**config.mk**
```make
export PLATFORM = sky130hd
export DESIGN_NAME = fbpcc_host
export DESIGN_NICKNAME = d
export VERILOG_FILES = /design/src/fbpcc_bus_cycle.v /design/src/fbpcc_host.v
export VERILOG_INCLUDE_DIRS = /design/src
export SDC_FILE = /design/constraint.sdc
export NUM_CORES = 1
export LEC_CHECK = 0
export ABC_AREA = 1
export ABC_CLOCK_PERIOD_IN_PS = 2500
export BUFFER_PORTS_ARGS = -buffer_cell sky130_fd_sc_hd__buf_2
export CORE_UTILIZATION = 59
export CTS_CLUSTER_SIZE = 40
export DETAILED_ROUTE_END_ITERATION = 10
export PLACE_DENSITY = 0.84
export SETUP_SLACK_MARGIN = 0.02
export SYNTH_ARGS = -nofsm -noshare
export SYNTH_HDL_FRONTEND = slang
export SYNTH_SLANG_ARGS = --single-unit
```
**constraint.sdc**
```tcl
create_clock -name clock_i -period 2.5 [get_ports clock_i]
set_clock_uncertainty 0.05 [all_clocks]
set_input_delay 0.375 -clock clock_i [delete_from_list [all_inputs] [get_ports clock_i]]
set_output_delay 0.375 -clock clock_i [all_outputs]
set_load 0.02 [all_outputs]
```
**src/fbpcc_defs.vh**
```
// Constants for the flash byte program host controller.
`ifndef FBPCC_DEFS_VH
`define FBPCC_DEFS_VH
`define FBPCC_CLK_NS 4
`define FBPCC_CMD_READ 8'h00
`define FBPCC_CMD_SETUP_PROG 8'h40
`define FBPCC_CMD_PROG_VERIFY 8'hC0
`define FBPCC_CMD_SETUP_ERASE 8'h20
`define FBPCC_CMD_ERASE_VERIFY 8'hA0
`define FBPCC_CMD_RESET 8'hFF
`define FBPCC_CMD_AUTOSEL 8'h90
`define FBPCC_ERASED 8'hFF
`define FBPCC_PROG_PULSE_NS 10000
`define FBPCC_ERASE_PULSE_NS 10000000
`define FBPCC_RECOVERY_NS 6000
`define FBPCC_SUPPLY_SETTLE_NS 100
`define FBPCC_PROG_CYC ((`FBPCC_PROG_PULSE_NS + `FBPCC_CLK_NS - 1) / `FBPCC_CLK_NS)
`define FBPCC_ERASE_CYC ((`FBPCC_ERASE_PULSE_NS + `FBPCC_CLK_NS - 1) / `FBPCC_CLK_NS)
`define FBPCC_RECOVERY_CYC ((`FBPCC_RECOVERY_NS + `FBPCC_CLK_NS - 1) / `FBPCC_CLK_NS)
`define FBPCC_SETTLE_CYC ((`FBPCC_SUPPLY_SETTLE_NS + `FBPCC_CLK_NS - 1) / `FBPCC_CLK_NS)
`define FBPCC_MAX_PROG_PULSES 5'h19
`define FBPCC_MAX_ERASE_PULSES 10'h03E8
`define FBPCC_STROBE_CYC 5'h0F
`endif

```
**src/fbpcc_bus_cycle.v**
```verilog
// One strobed write or read cycle on the flash pins.
`timescale 1ns/10ps
module fbpcc_bus_cycle
(
    input wire clock_i,
    input wire rst_n_i,
    input wire start_i,
    input wire write_i,
    input wire [15:0] addr_i,
    input wire [7:0] wdata_i,
    output wire busy_o,
    output reg done_o,
    output reg [7:0] rdata_o,
    output reg [15:0] flash_addr_o,
    output reg [7:0] flash_data_o,
    output reg flash_data_oe_o,
    input wire [7:0] flash_data_i,
    output reg flash_ce_n_o,
    output reg flash_we_n_o,
    output reg flash_oe_n_o
);
`include "fbpcc_defs.vh"
    // Strobe is held low for a fixed count; generous versus the slowest part.
    reg [4:0] cnt_q;
    reg active_q;
    reg wr_q;
    reg [7:0] sync1_q;
    reg [7:0] sync2_q;
    assign busy_o = active_q;
    always @(posedge clock_i or negedge rst_n_i)
    begin
        if (!rst_n_i)
        begin
            sync1_q <= 8'h00;
            sync2_q <= 8'h00;
        end
        else
        begin
            sync1_q <= flash_data_i;
            sync2_q <= sync1_q;
        end
    end
    always @(posedge clock_i or negedge rst_n_i)
    begin
        if (!rst_n_i)
        begin
            cnt_q <= 5'h00;
            active_q <= 1'b0;
            wr_q <= 1'b0;
            done_o <= 1'b0;
            rdata_o <= 8'h00;
            flash_addr_o <= 16'h0000;
            flash_data_o <= 8'h00;
            flash_data_oe_o <= 1'b0;
            flash_ce_n_o <= 1'b1;
            flash_we_n_o <= 1'b1;
            flash_oe_n_o <= 1'b1;
        end
        else
        begin
            done_o <= 1'b0;
            if (!active_q && start_i)
            begin
                active_q <= 1'b1;
                wr_q <= write_i;
                cnt_q <= 5'h00;
                flash_addr_o <= addr_i;
                flash_data_o <= wdata_i;
                flash_data_oe_o <= write_i;
                flash_ce_n_o <= 1'b0;
                flash_we_n_o <= ~write_i;
                flash_oe_n_o <= write_i;
            end
            else if (active_q)
            begin
                cnt_q <= cnt_q + 5'h01;
                if (cnt_q == `FBPCC_STROBE_CYC)
                begin
                    flash_we_n_o <= 1'b1;
                    flash_oe_n_o <= 1'b1;
                    if (!wr_q)
                        rdata_o <= sync2_q;
                end
                if (cnt_q == `FBPCC_STROBE_CYC + 5'h02)
                begin
                    flash_ce_n_o <= 1'b1;
                    flash_data_oe_o <= 1'b0;
                    active_q <= 1'b0;
                    done_o <= 1'b1;
                end
            end
        end
    end
endmodule // fbpcc_bus_cycle

```
**src/fbpcc_host.v**
```verilog
// Host sequencer that programs, erases, identifies and resets the flash.
`timescale 1ns/10ps
`include "fbpcc_defs.vh"
// Functional notes
// - Program starts with set-up write 40H.
// - Host times ten microsecond program pulse.
// - C0H ends program pulse, stages verify.
// - Wait six microseconds before verify read.
// - Retry mismatches, at most 25 pulses.
// - 00H returns device to array read.
// - Program-verify written before servicing interrupt.
// - Erase pulse timed, ended by A0H.
// - Wait for supply settle before commands.
// - Mask erased parallel devices with 00H; the host drives one device and writes no mask.
// - Issue reset sequence early at init; the host issues it only on an OP_RESET request.
// - Identification persists until next command.
// - Erase is two writes of 20H.
// - A0H with address ends erase, verifies.
module fbpcc_host
#(
    parameter PROG_CYC = `FBPCC_PROG_CYC,
    parameter ERASE_CYC = `FBPCC_ERASE_CYC,
    parameter RECOVERY_CYC = `FBPCC_RECOVERY_CYC
)
(
    input wire clock_i,
    input wire rst_n_i,
    input wire op_valid_i,
    input wire [1:0] op_code_i,
    input wire [15:0] op_addr_i,
    input wire [7:0] op_data_i,
    input wire irq_pending_i,
    output wire op_ready_o,
    output reg op_done_o,
    output reg op_fail_o,
    output reg [7:0] op_rdata_o,
    output reg [15:0] erase_fail_addr_o,
    output reg program_supply_high_level_o,
    output wire [15:0] flash_addr_o,
    output wire [7:0] flash_data_o,
    output wire flash_data_oe_o,
    input wire [7:0] flash_data_i,
    output wire flash_ce_n_o,
    output wire flash_we_n_o,
    output wire flash_oe_n_o
);
    // Operation codes on op_code_i.
    localparam OP_PROGRAM = 2'd0;
    localparam OP_ERASE = 2'd1;
    localparam OP_IDENT = 2'd2;
    localparam OP_RESET = 2'd3;
    localparam S_IDLE = 12'h001;
    localparam S_SETTLE = 12'h002;
    localparam S_W1 = 12'h004;
    localparam S_W2 = 12'h008;
    localparam S_PULSE = 12'h010;
    localparam S_VERIFY = 12'h020;
    localparam S_RECOV = 12'h040;
    localparam S_VREAD = 12'h080;
    localparam S_READCMD = 12'h100;
    localparam S_IDREAD = 12'h200;
    localparam S_DONE = 12'h400;
    localparam S_WAIT = 12'h800;
    localparam [23:0] PROG_CNT = PROG_CYC[23:0];
    localparam [23:0] ERASE_CNT = ERASE_CYC[23:0];
    localparam [23:0] RECOV_CNT = RECOVERY_CYC[23:0];
    localparam integer SETTLE_CYC = `FBPCC_SETTLE_CYC;
    localparam [23:0] SETTLE_CNT = SETTLE_CYC[23:0];
    reg [11:0] state_q;
    reg [11:0] after_q;
    reg [1:0] op_q;
    reg [15:0] addr_q;
    reg [7:0] data_q;
    reg [23:0] timer_q;
    reg [9:0] pulses_q;
    reg [7:0] cmd1_q;
    reg [7:0] cmd2_q;
    reg issued_q;
    reg bc_start;
    reg bc_write;
    reg [15:0] bc_addr;
    reg [7:0] bc_wdata;
    wire bc_busy;
    wire bc_done;
    wire [7:0] bc_rdata;
    assign op_ready_o = (state_q == S_IDLE);
    fbpcc_bus_cycle u_cycle
    (
        .clock_i(clock_i),
        .rst_n_i(rst_n_i),
        .start_i(bc_start),
        .write_i(bc_write),
        .addr_i(bc_addr),
        .wdata_i(bc_wdata),
        .busy_o(bc_busy),
        .done_o(bc_done),
        .rdata_o(bc_rdata),
        .flash_addr_o(flash_addr_o),
        .flash_data_o(flash_data_o),
        .flash_data_oe_o(flash_data_oe_o),
        .flash_data_i(flash_data_i),
        .flash_ce_n_o(flash_ce_n_o),
        .flash_we_n_o(flash_we_n_o),
        .flash_oe_n_o(flash_oe_n_o)
    );
    // Bus cycle request for the current state; issued once per state visit.
    always @*
    begin
        bc_start = 1'b0;
        bc_write = 1'b1;
        bc_addr = addr_q;
        bc_wdata = 8'h00;
        if (!issued_q && !bc_busy)
        begin
            case (state_q)
                S_W1:
                begin
                    bc_start = 1'b1;
                    bc_wdata = cmd1_q;
                end
                S_W2:
                begin
                    bc_start = 1'b1;
                    bc_wdata = cmd2_q;
                end
                S_VERIFY:
                begin
                    bc_start = 1'b1;
                    bc_wdata = (op_q == OP_ERASE) ? `FBPCC_CMD_ERASE_VERIFY :
                        `FBPCC_CMD_PROG_VERIFY;
                end
                S_READCMD:
                begin
                    bc_start = 1'b1;
                    bc_wdata = `FBPCC_CMD_READ;
                end
                S_VREAD, S_IDREAD:
                begin
                    bc_start = 1'b1;
                    bc_write = 1'b0;
                end
                default:
                begin
                    bc_start = 1'b0;
                end
            endcase
        end
    end
    always @(posedge clock_i or negedge rst_n_i)
    begin
        if (!rst_n_i)
        begin
            state_q <= S_IDLE;
            after_q <= S_IDLE;
            op_q <= OP_PROGRAM;
            addr_q <= 16'h0000;
            data_q <= 8'h00;
            timer_q <= 24'h00_0000;
            pulses_q <= 10'h000;
            cmd1_q <= 8'h00;
            cmd2_q <= 8'h00;
            issued_q <= 1'b0;
            op_done_o <= 1'b0;
            op_fail_o <= 1'b0;
            op_rdata_o <= 8'h00;
            erase_fail_addr_o <= 16'h0000;
            program_supply_high_level_o <= 1'b0;
        end
        else
        begin
            op_done_o <= 1'b0;
            if (bc_start)
                issued_q <= 1'b1;
            if (bc_done)
                issued_q <= 1'b0;
            case (state_q)
                S_IDLE:
                begin
                    if (op_valid_i)
                    begin
                        op_q <= op_code_i;
                        addr_q <= op_addr_i;
                        data_q <= op_data_i;
                        pulses_q <= 10'h000;
                        op_fail_o <= 1'b0;
                        program_supply_high_level_o <= (op_code_i != OP_IDENT);
                        timer_q <= SETTLE_CNT;
                        case (op_code_i)
                            OP_PROGRAM:
                            begin
                                cmd1_q <= `FBPCC_CMD_SETUP_PROG;
                                cmd2_q <= op_data_i;
                            end
                            OP_ERASE:
                            begin
                                cmd1_q <= `FBPCC_CMD_SETUP_ERASE;
                                cmd2_q <= `FBPCC_CMD_SETUP_ERASE;
                            end
                            OP_IDENT:
                            begin
                                cmd1_q <= `FBPCC_CMD_AUTOSEL;
                                cmd2_q <= `FBPCC_CMD_AUTOSEL;
                            end
                            default:
                            begin
                                cmd1_q <= `FBPCC_CMD_RESET;
                                cmd2_q <= `FBPCC_CMD_RESET;
                            end
                        endcase
                        state_q <= S_SETTLE;
                    end
                end
                S_SETTLE:
                begin
                    if (timer_q == 24'h00_0000)
                        state_q <= S_W1;
                    else
                        timer_q <= timer_q - 24'h00_0001;
                end
                S_W1:
                begin
                    if (bc_done)
                        state_q <= (op_q == OP_IDENT) ? S_IDREAD : S_W2;
                end
                S_W2:
                begin
                    if (bc_done)
                    begin
                        if (op_q == OP_RESET)
                            state_q <= S_READCMD;
                        else
                        begin
                            // Pulse timed from bc_done of this write, two clocks after its rising strobe.
                            timer_q <= (op_q == OP_ERASE) ? ERASE_CNT : PROG_CNT;
                            pulses_q <= pulses_q + 10'h001;
                            state_q <= S_PULSE;
                        end
                    end
                end
                S_PULSE:
                begin
                    // A pending interrupt ends the pulse early so it never runs on.
                    if (timer_q == 24'h00_0000 || irq_pending_i)
                        state_q <= S_VERIFY;
                    else
                        timer_q <= timer_q - 24'h00_0001;
                end
                S_VERIFY:
                begin
                    if (bc_done)
                    begin
                        timer_q <= RECOV_CNT;
                        state_q <= S_RECOV;
                    end
                end
                S_RECOV:
                begin
                    if (timer_q == 24'h00_0000)
                        state_q <= S_VREAD;
                    else
                        timer_q <= timer_q - 24'h00_0001;
                end
                S_VREAD:
                begin
                    if (bc_done)
                    begin
                        op_rdata_o <= bc_rdata;
                        if (op_q == OP_ERASE)
                        begin
                            if (bc_rdata == `FBPCC_ERASED)
                            begin
                                if (addr_q == 16'hFFFF)
                                    state_q <= S_READCMD;
                                else
                                begin
                                    addr_q <= addr_q + 16'h0001;
                                    state_q <= S_VERIFY;
                                end
                            end
                            else if (pulses_q == `FBPCC_MAX_ERASE_PULSES)
                            begin
                                erase_fail_addr_o <= addr_q;
                                op_fail_o <= 1'b1;
                                state_q <= S_READCMD;
                            end
                            else
                            begin
                                // Verification resumes at the failing address.
                                erase_fail_addr_o <= addr_q;
                                state_q <= S_W1;
                            end
                        end
                        else if (bc_rdata == data_q)
                            state_q <= S_READCMD;
                        else if (pulses_q == {5'h00, `FBPCC_MAX_PROG_PULSES})
                        begin
                            op_fail_o <= 1'b1;
                            state_q <= S_READCMD;
                        end
                        else
                            state_q <= S_W1;
                    end
                end
                S_READCMD:
                begin
                    if (bc_done)
                    begin
                        after_q <= S_DONE;
                        state_q <= S_DONE;
                    end
                end
                S_IDREAD:
                begin
                    if (bc_done)
                    begin
                        op_rdata_o <= bc_rdata;
                        state_q <= S_DONE;
                    end
                end
                S_DONE:
                begin
                    program_supply_high_level_o <= 1'b0;
                    op_done_o <= 1'b1;
                    state_q <= S_WAIT;
                end
                S_WAIT:
                begin
                    state_q <= after_q == S_DONE ? S_IDLE : S_IDLE;
                end
                default:
                begin
                    state_q <= S_IDLE;
                end
            endcase
        end
    end
endmodule // fbpcc_host

```
---- Word level (Yosys, flattened, before mapping) ----
Cells that the tools add are included.
operators by class
  reductions and logical operators ........ 31
  muxes and demuxes ....................... 76
  eq/ne operators ......................... 43
  bitwise logic cells ..................... 4
  add/sub/neg operators ................... 4
operator list
  kind                                                number
  two-way mux 24 bit                                  6
  two-way mux 12 bit                                  11
  case mux 12 bit (10 select lines)                   1
  case mux 24 bit (5 select lines)                    1
  two-way mux 16 bit                                  5
  case mux 8 bit (3 select lines)                     3
  two-way mux 9 bit                                   5
  two-way mux 10 bit                                  4
  case mux 16 bit (2 select lines)                    1
  two-way mux 1 bit                                   31
  logical NOT 24 bit                                  1
  subtractor 24 x 1 -> 24 bit, second input constant  1
  two-way mux 22 bit                                  1
  inequality test 2 bit, second input constant        11
  case mux 10 bit (2 select lines)                    1
  adder 16 x 1 -> 16 bit, second input constant       1
  == test 16 bit, second input constant               1
  AND reduction 7 bit                                 2
  nonzero test 2 bit                                  7
  == test 12 x 1 -> 1 bit, second input constant      1
  == test 12 x 10 -> 1 bit, second input constant     1
  == test 12 x 11 -> 1 bit, second input constant     1
  == test 12 x 2 -> 1 bit, second input constant      1
  == test 12 x 3 -> 1 bit, second input constant      1
  other kinds (34)                                    59
word-level totals
  input bits .............................. 38
  bits in registers ....................... 176

---- Longest topological paths before layout ----
  depth after elaboration ................. 7
  mapped depth ............................ 14
  mapped depth without buffers ............ 13

---- Modules after synthesis ----
Synthesis repeated with hierarchy kept, for this count alone.
second synthesis, totals
  cells, all modules ...................... 1,152
  area, all modules ....................... 9,231.4 um2
modules (own cells, without submodules)
  module           instances  sequential area each (um2)  cells an instance  area each (um2)
  fbpcc_host       1          2,803.9                     937                7,015.5
  fbpcc_bus_cycle  1          1,505.2                     215                2,215.9

---- Worst setup path after synthesis ----
OpenSTA, ideal clock, no wires.
  path kind ............................... reg-to-reg
  start point ............................. register state_q[7]
  end point ............................... register addr_q[14]
  setup slack ............................. 0.598 ns
  buffers on the path ..................... 1
  stages on the path, launching flop included .. 10
  data arrival time ....................... 1.726 ns
  path through ............................ dfrtp_1 nor2_2 nand2_2 nor3_2 o21ai_0 nor2_1 inv_1 buf_2 nand2_1 o21ai_0
between the ends
  word-level cells in the longest chain between the ends .. 3
  elaborated cells on any way between the ends .. 10
  those cells by class .................... eq/ne (7); mux (1); reduce/logical (2)
RTL lines
  element                                                                       line              text
  start: declaration                                                            fbpcc_host.v:69   reg [11:0] state_q;
  start signal: assignment                                                      fbpcc_host.v:223  state_q <= (op_q == OP_IDENT) ? S_IDREAD : S_W2;
  start signal: assignment                                                      fbpcc_host.v:328  state_q <= after_q == S_DONE ? S_IDLE : S_IDLE;
  == test 12 x 1 -> 1 bit (*)                                                   n/a
  via op_ready_o                                                                fbpcc_host.v:33   output wire op_ready_o,
  inequality test 2 bit (no line) / nonzero test 2 bit (equally long branches)  n/a
  AND reduction 6 bit (no line)                                                 n/a
  end signal: assignment                                                        fbpcc_host.v:182  addr_q <= op_addr_i;
  end signal: assignment                                                        fbpcc_host.v:276  addr_q <= addr_q + 16'h0001;
  end: declaration                                                              fbpcc_host.v:72   reg [15:0] addr_q;
Mark *: on every way through the listed nets, which the timed path passes. The rest lies on a longest branch.
A chain may end at the register's enable or synchronous reset.

---- Worst setup path after layout ----
  start point ............................. register state_q[7]
  end point ............................... output op_ready_o
between the ends
  word-level cells in the longest chain between the ends .. 1
RTL lines
  element                  line             text
  == test 12 x 1 -> 1 bit  fbpcc_host.v:86  assign op_ready_o = (state_q == S_IDLE);
  end: declaration         fbpcc_host.v:33
Every way passes these cells.

==> results.md <==
* Antenna Nets Post-Route at 0
* Die area at 0.0155 mm2
* Final routed DRC violation total at 0
* Tcrit/Tclk final at 89.0%
* Power, Total at 10.3 mW
* Largest family of logic cells by synthesized area: simple AND/OR/NAND/NOR gates
* Hold Crit Class: primary input to register
* Vias/cell at 5.51
* Adder-cell share of the synthesized area at 1.84%
* Finished Cell Area at 0.0101 mm2
* Vias in the first global route at 7280
* Cell accounting for the most synthesized area: dfrtp_1
* Post-synthesis async set-or-reset flop share at 100%
* Post-synthesis mux area share at 0.679%
* Slew headroom at 54.1%
* Final hold slack at 0.116 ns
* Post-DP HPWL at 14.9 mm
* Clock latency on the worst-skew pair at 0.44 ns
* Via count at 7779
* Ys flop type: dfrtp_1
* Core area at 0.0146 mm2
* Fillers at 1100
* Max Cap Viol at 0
* Initial cell density of the core at 60.6%
* Simple-gate portion of the synthesized area at 28.1%
* Worst-Margin Slew at 0.688 ns
* Setup violators final at 0
* FMAX at 0.449 GHz
* GRT Residual Overflow at 0
* Number of synthesized flops with an enable pin at 0
* Post-Route Utilization at 69.5%
* Syn Area/Cell at 7.99 um2
* Ant. Diodes at 0
* Ys Warns at 0
* CTS tree: built
* Synthesized flop and latch total at 172
* First-pass GRT wire length at 34.9 mm
* Sequential-to-total area share from yosys stat at 48.7%
* Outcome: completed
* Mapped Cells at 1107
* Post-CTS Setup Bufs at 0
* PwrDens at 1010 mW/mm2
* Min Tclk post-route at 2.23 ns
* Clock Sinks at 172
* All-layer global routing usage at 28.0%
* Post-placement cell count at 1371
* Port buffer count at 93
* Avg WL per Cell at 14.7 um
* Layout cells sized above 1 at 15.4%
* Die Span Y at 124 um
* Clk buf depth at 2
* Fraction of the mapped netlist area in compound gates at 9.79%
* Xor-xnor portion of the synthesized cell area at 3.66%
* Num CTS Buffers at 17
* Largest net degree at the start of global routing at 55
* Total Wirelength at 20.7 mm
* Routability Congestion at 0.950
* Initial antenna violation count at 0
* DRT iter0 DRCs at 705
* Setup WS pre-CTS at 0.348 ns
* Final Hold Fails at 0
* Worst Setup End Kind: output port
* Non-filler cells, final at 1412
* Setup TNS at 0 ns
* Worst vdd ir at 0.000581 V
* Setup CP Type: register to output port
* Top post-synthesis cells by area: dfrtp_1, nand2_1, inv_1
* Post-Syn Nets at 1158
* Max H-tree Level at 4
* Nets at 1266
* Clock transition at path regs at 0.07 ns
* Setup ws final at 0.274 ns
* Area Overhead vs Synth at 14.7%
* Critical path launch point type: register
* Post-synth cell types at 43
* Max FO, Critical Path at 6
* Pre-antenna DRT Iters at 7
* Die Wd at 124 um
* Synth top area share at 47.5%
* CP arrival at 1.80 ns
* WP data required at 2.08 ns
* Dpl cell area at 0.00949 mm2
* Clk Tree Root Cell: clkbuf_16
* Syn Std Cell Area at 0.00885 mm2
* Unrepaired setup endpoints after global routing: no
* # IOs at 94
* Max Slew Vio Count at 0
* FP Rows at 44
* Pleak at 5.37 nW
## area by class of cell
| cell class | instances | area [um2] | share of cell area [%] |
|---|---|---|---|
| Sequential cell | 172 | 4310 | 42.5 |
| Multi-Input combinational cell | 782 | 3890 | 38.4 |
| Timing Repair Buffer | 114 | 664 | 6.55 |
| Inverter | 128 | 480 | 4.74 |
| Clock buffer | 17 | 425 | 4.19 |
| Tap cell | 184 | 230 | 2.27 |
| Clock inverter | 15 | 139 | 1.37 |
## layer usage
metal	global-route usage, %	vias up	routed length (um)	share of wire (%)
li1	-	3765	-	-
met1	37.0	3645	9110	44
met2	45.2	305	9820	47
met3	6.06	64	1190	5.8
met4	10.6	0	592	2.9
met5	0	-	0	0
## synth_stat cells, types with 8 or more instances
cell	n
a21oi_1	24
buf_2	12
dfrtp_1	168
ha_1	13
inv_1	120
inv_2	8
nand2_1	312
nand2_2	9
nand3_1	72
nand4_1	14
nor2_1	118
nor2_2	11
nor3_1	10
o21ai_0	63
o21ai_1	41
xnor2_1	9
xor2_1	28
## report_power, final
group,total (mW),leakage (nW),internal (mW),switching (mW)
Clock,2.60,0.280,1.33,1.27
Sequential,4.03,2.23,3.49,0.534
Combinational,3.66,2.86,1.14,2.52
## cell families after synthesis
kind of cell,count (synthesis)
and+or+nand+nor,568
xor gates and xnor gates,37
muxes,6
DFF,172
adders and majority gates,13
buffers and inverters,153
AOI/OAI and AO/OA,158
## sequential cells by signal, summed over array words and instances (netlist names), 2 cells and up
signal and flops:
u_cycle.cnt_q 5, op_q 2, erase_fail_addr_o 16, cmd2_q 8, u_cycle.sync2_q 8, u_cycle.flash_addr_o 16, u_cycle.sync1_q 8, addr_q 16
u_cycle.rdata_o 8, data_q 8, state_q 12, op_rdata_o 8, timer_q 24, u_cycle.flash_data_o 8, cmd1_q 4, pulses_q 10
## critical path, cell delays in order (launching register included)
cell and delay [ns]:
dfrtp_1 0.41, nor2_2 0.18, nand2_2 0.15, nor3_2 0.38, buf_2 0.24
## timing repair
| item | CTS | global route |
|---|---|---|
| hold buffers | 9 | 0 |
| gates resized for setup | 0 | 0 |
| hold endpoints to repair | 58 | 0 |
## final timing paths
check / start / to / cells after the start / slack, ns
max reg2reg: state_q[7]$_DFFE_PN0P_ / u_cycle.flash_data_oe_o$_DFFE_PN0P_ / 10 / 0.31
min: op_data_i[4] / data_q[4]$_DFFE_PN0P_ / 3 / 0.12
min in group asynchronous: rst_n_i / u_cycle.wr_q$_DFFE_PN0N_ / 2 / 0.39
min reg2reg: u_cycle.sync1_q[4]$_DFF_PN0_ / u_cycle.sync2_q[4]$_DFF_PN0_ / 0 / 0.30
max in group asynchronous: rst_n_i / state_q[0]$_DFFE_PN1P_ / 3 / 1.24
max: state_q[7]$_DFFE_PN0P_ / op_ready_o / 4 / 0.27
## cells in the final DEF (no fill, tap or decap), drive strengths merged, types with 4 or more instances in the layout
| cell | n |
|---|---|
| nor2 | 133 |
| xnor2 | 9 |
| o22ai | 4 |
| inv | 140 |
| nand4 | 15 |
| o221ai | 5 |
| ha | 13 |
| nand3 | 78 |
| o31ai | 6 |
| nor3 | 12 |
| buf | 105 |
| o21ai | 105 |
| xor2 | 28 |
| nand2 | 325 |
| o211ai | 6 |
| dfstp | 4 |
| a21oi | 24 |
| mux2i | 6 |
| clkbuf | 17 |
| dlygate4sd3 | 9 |
| dfrtp | 168 |
Note: power is estimated with default switching activity, not from simulation.
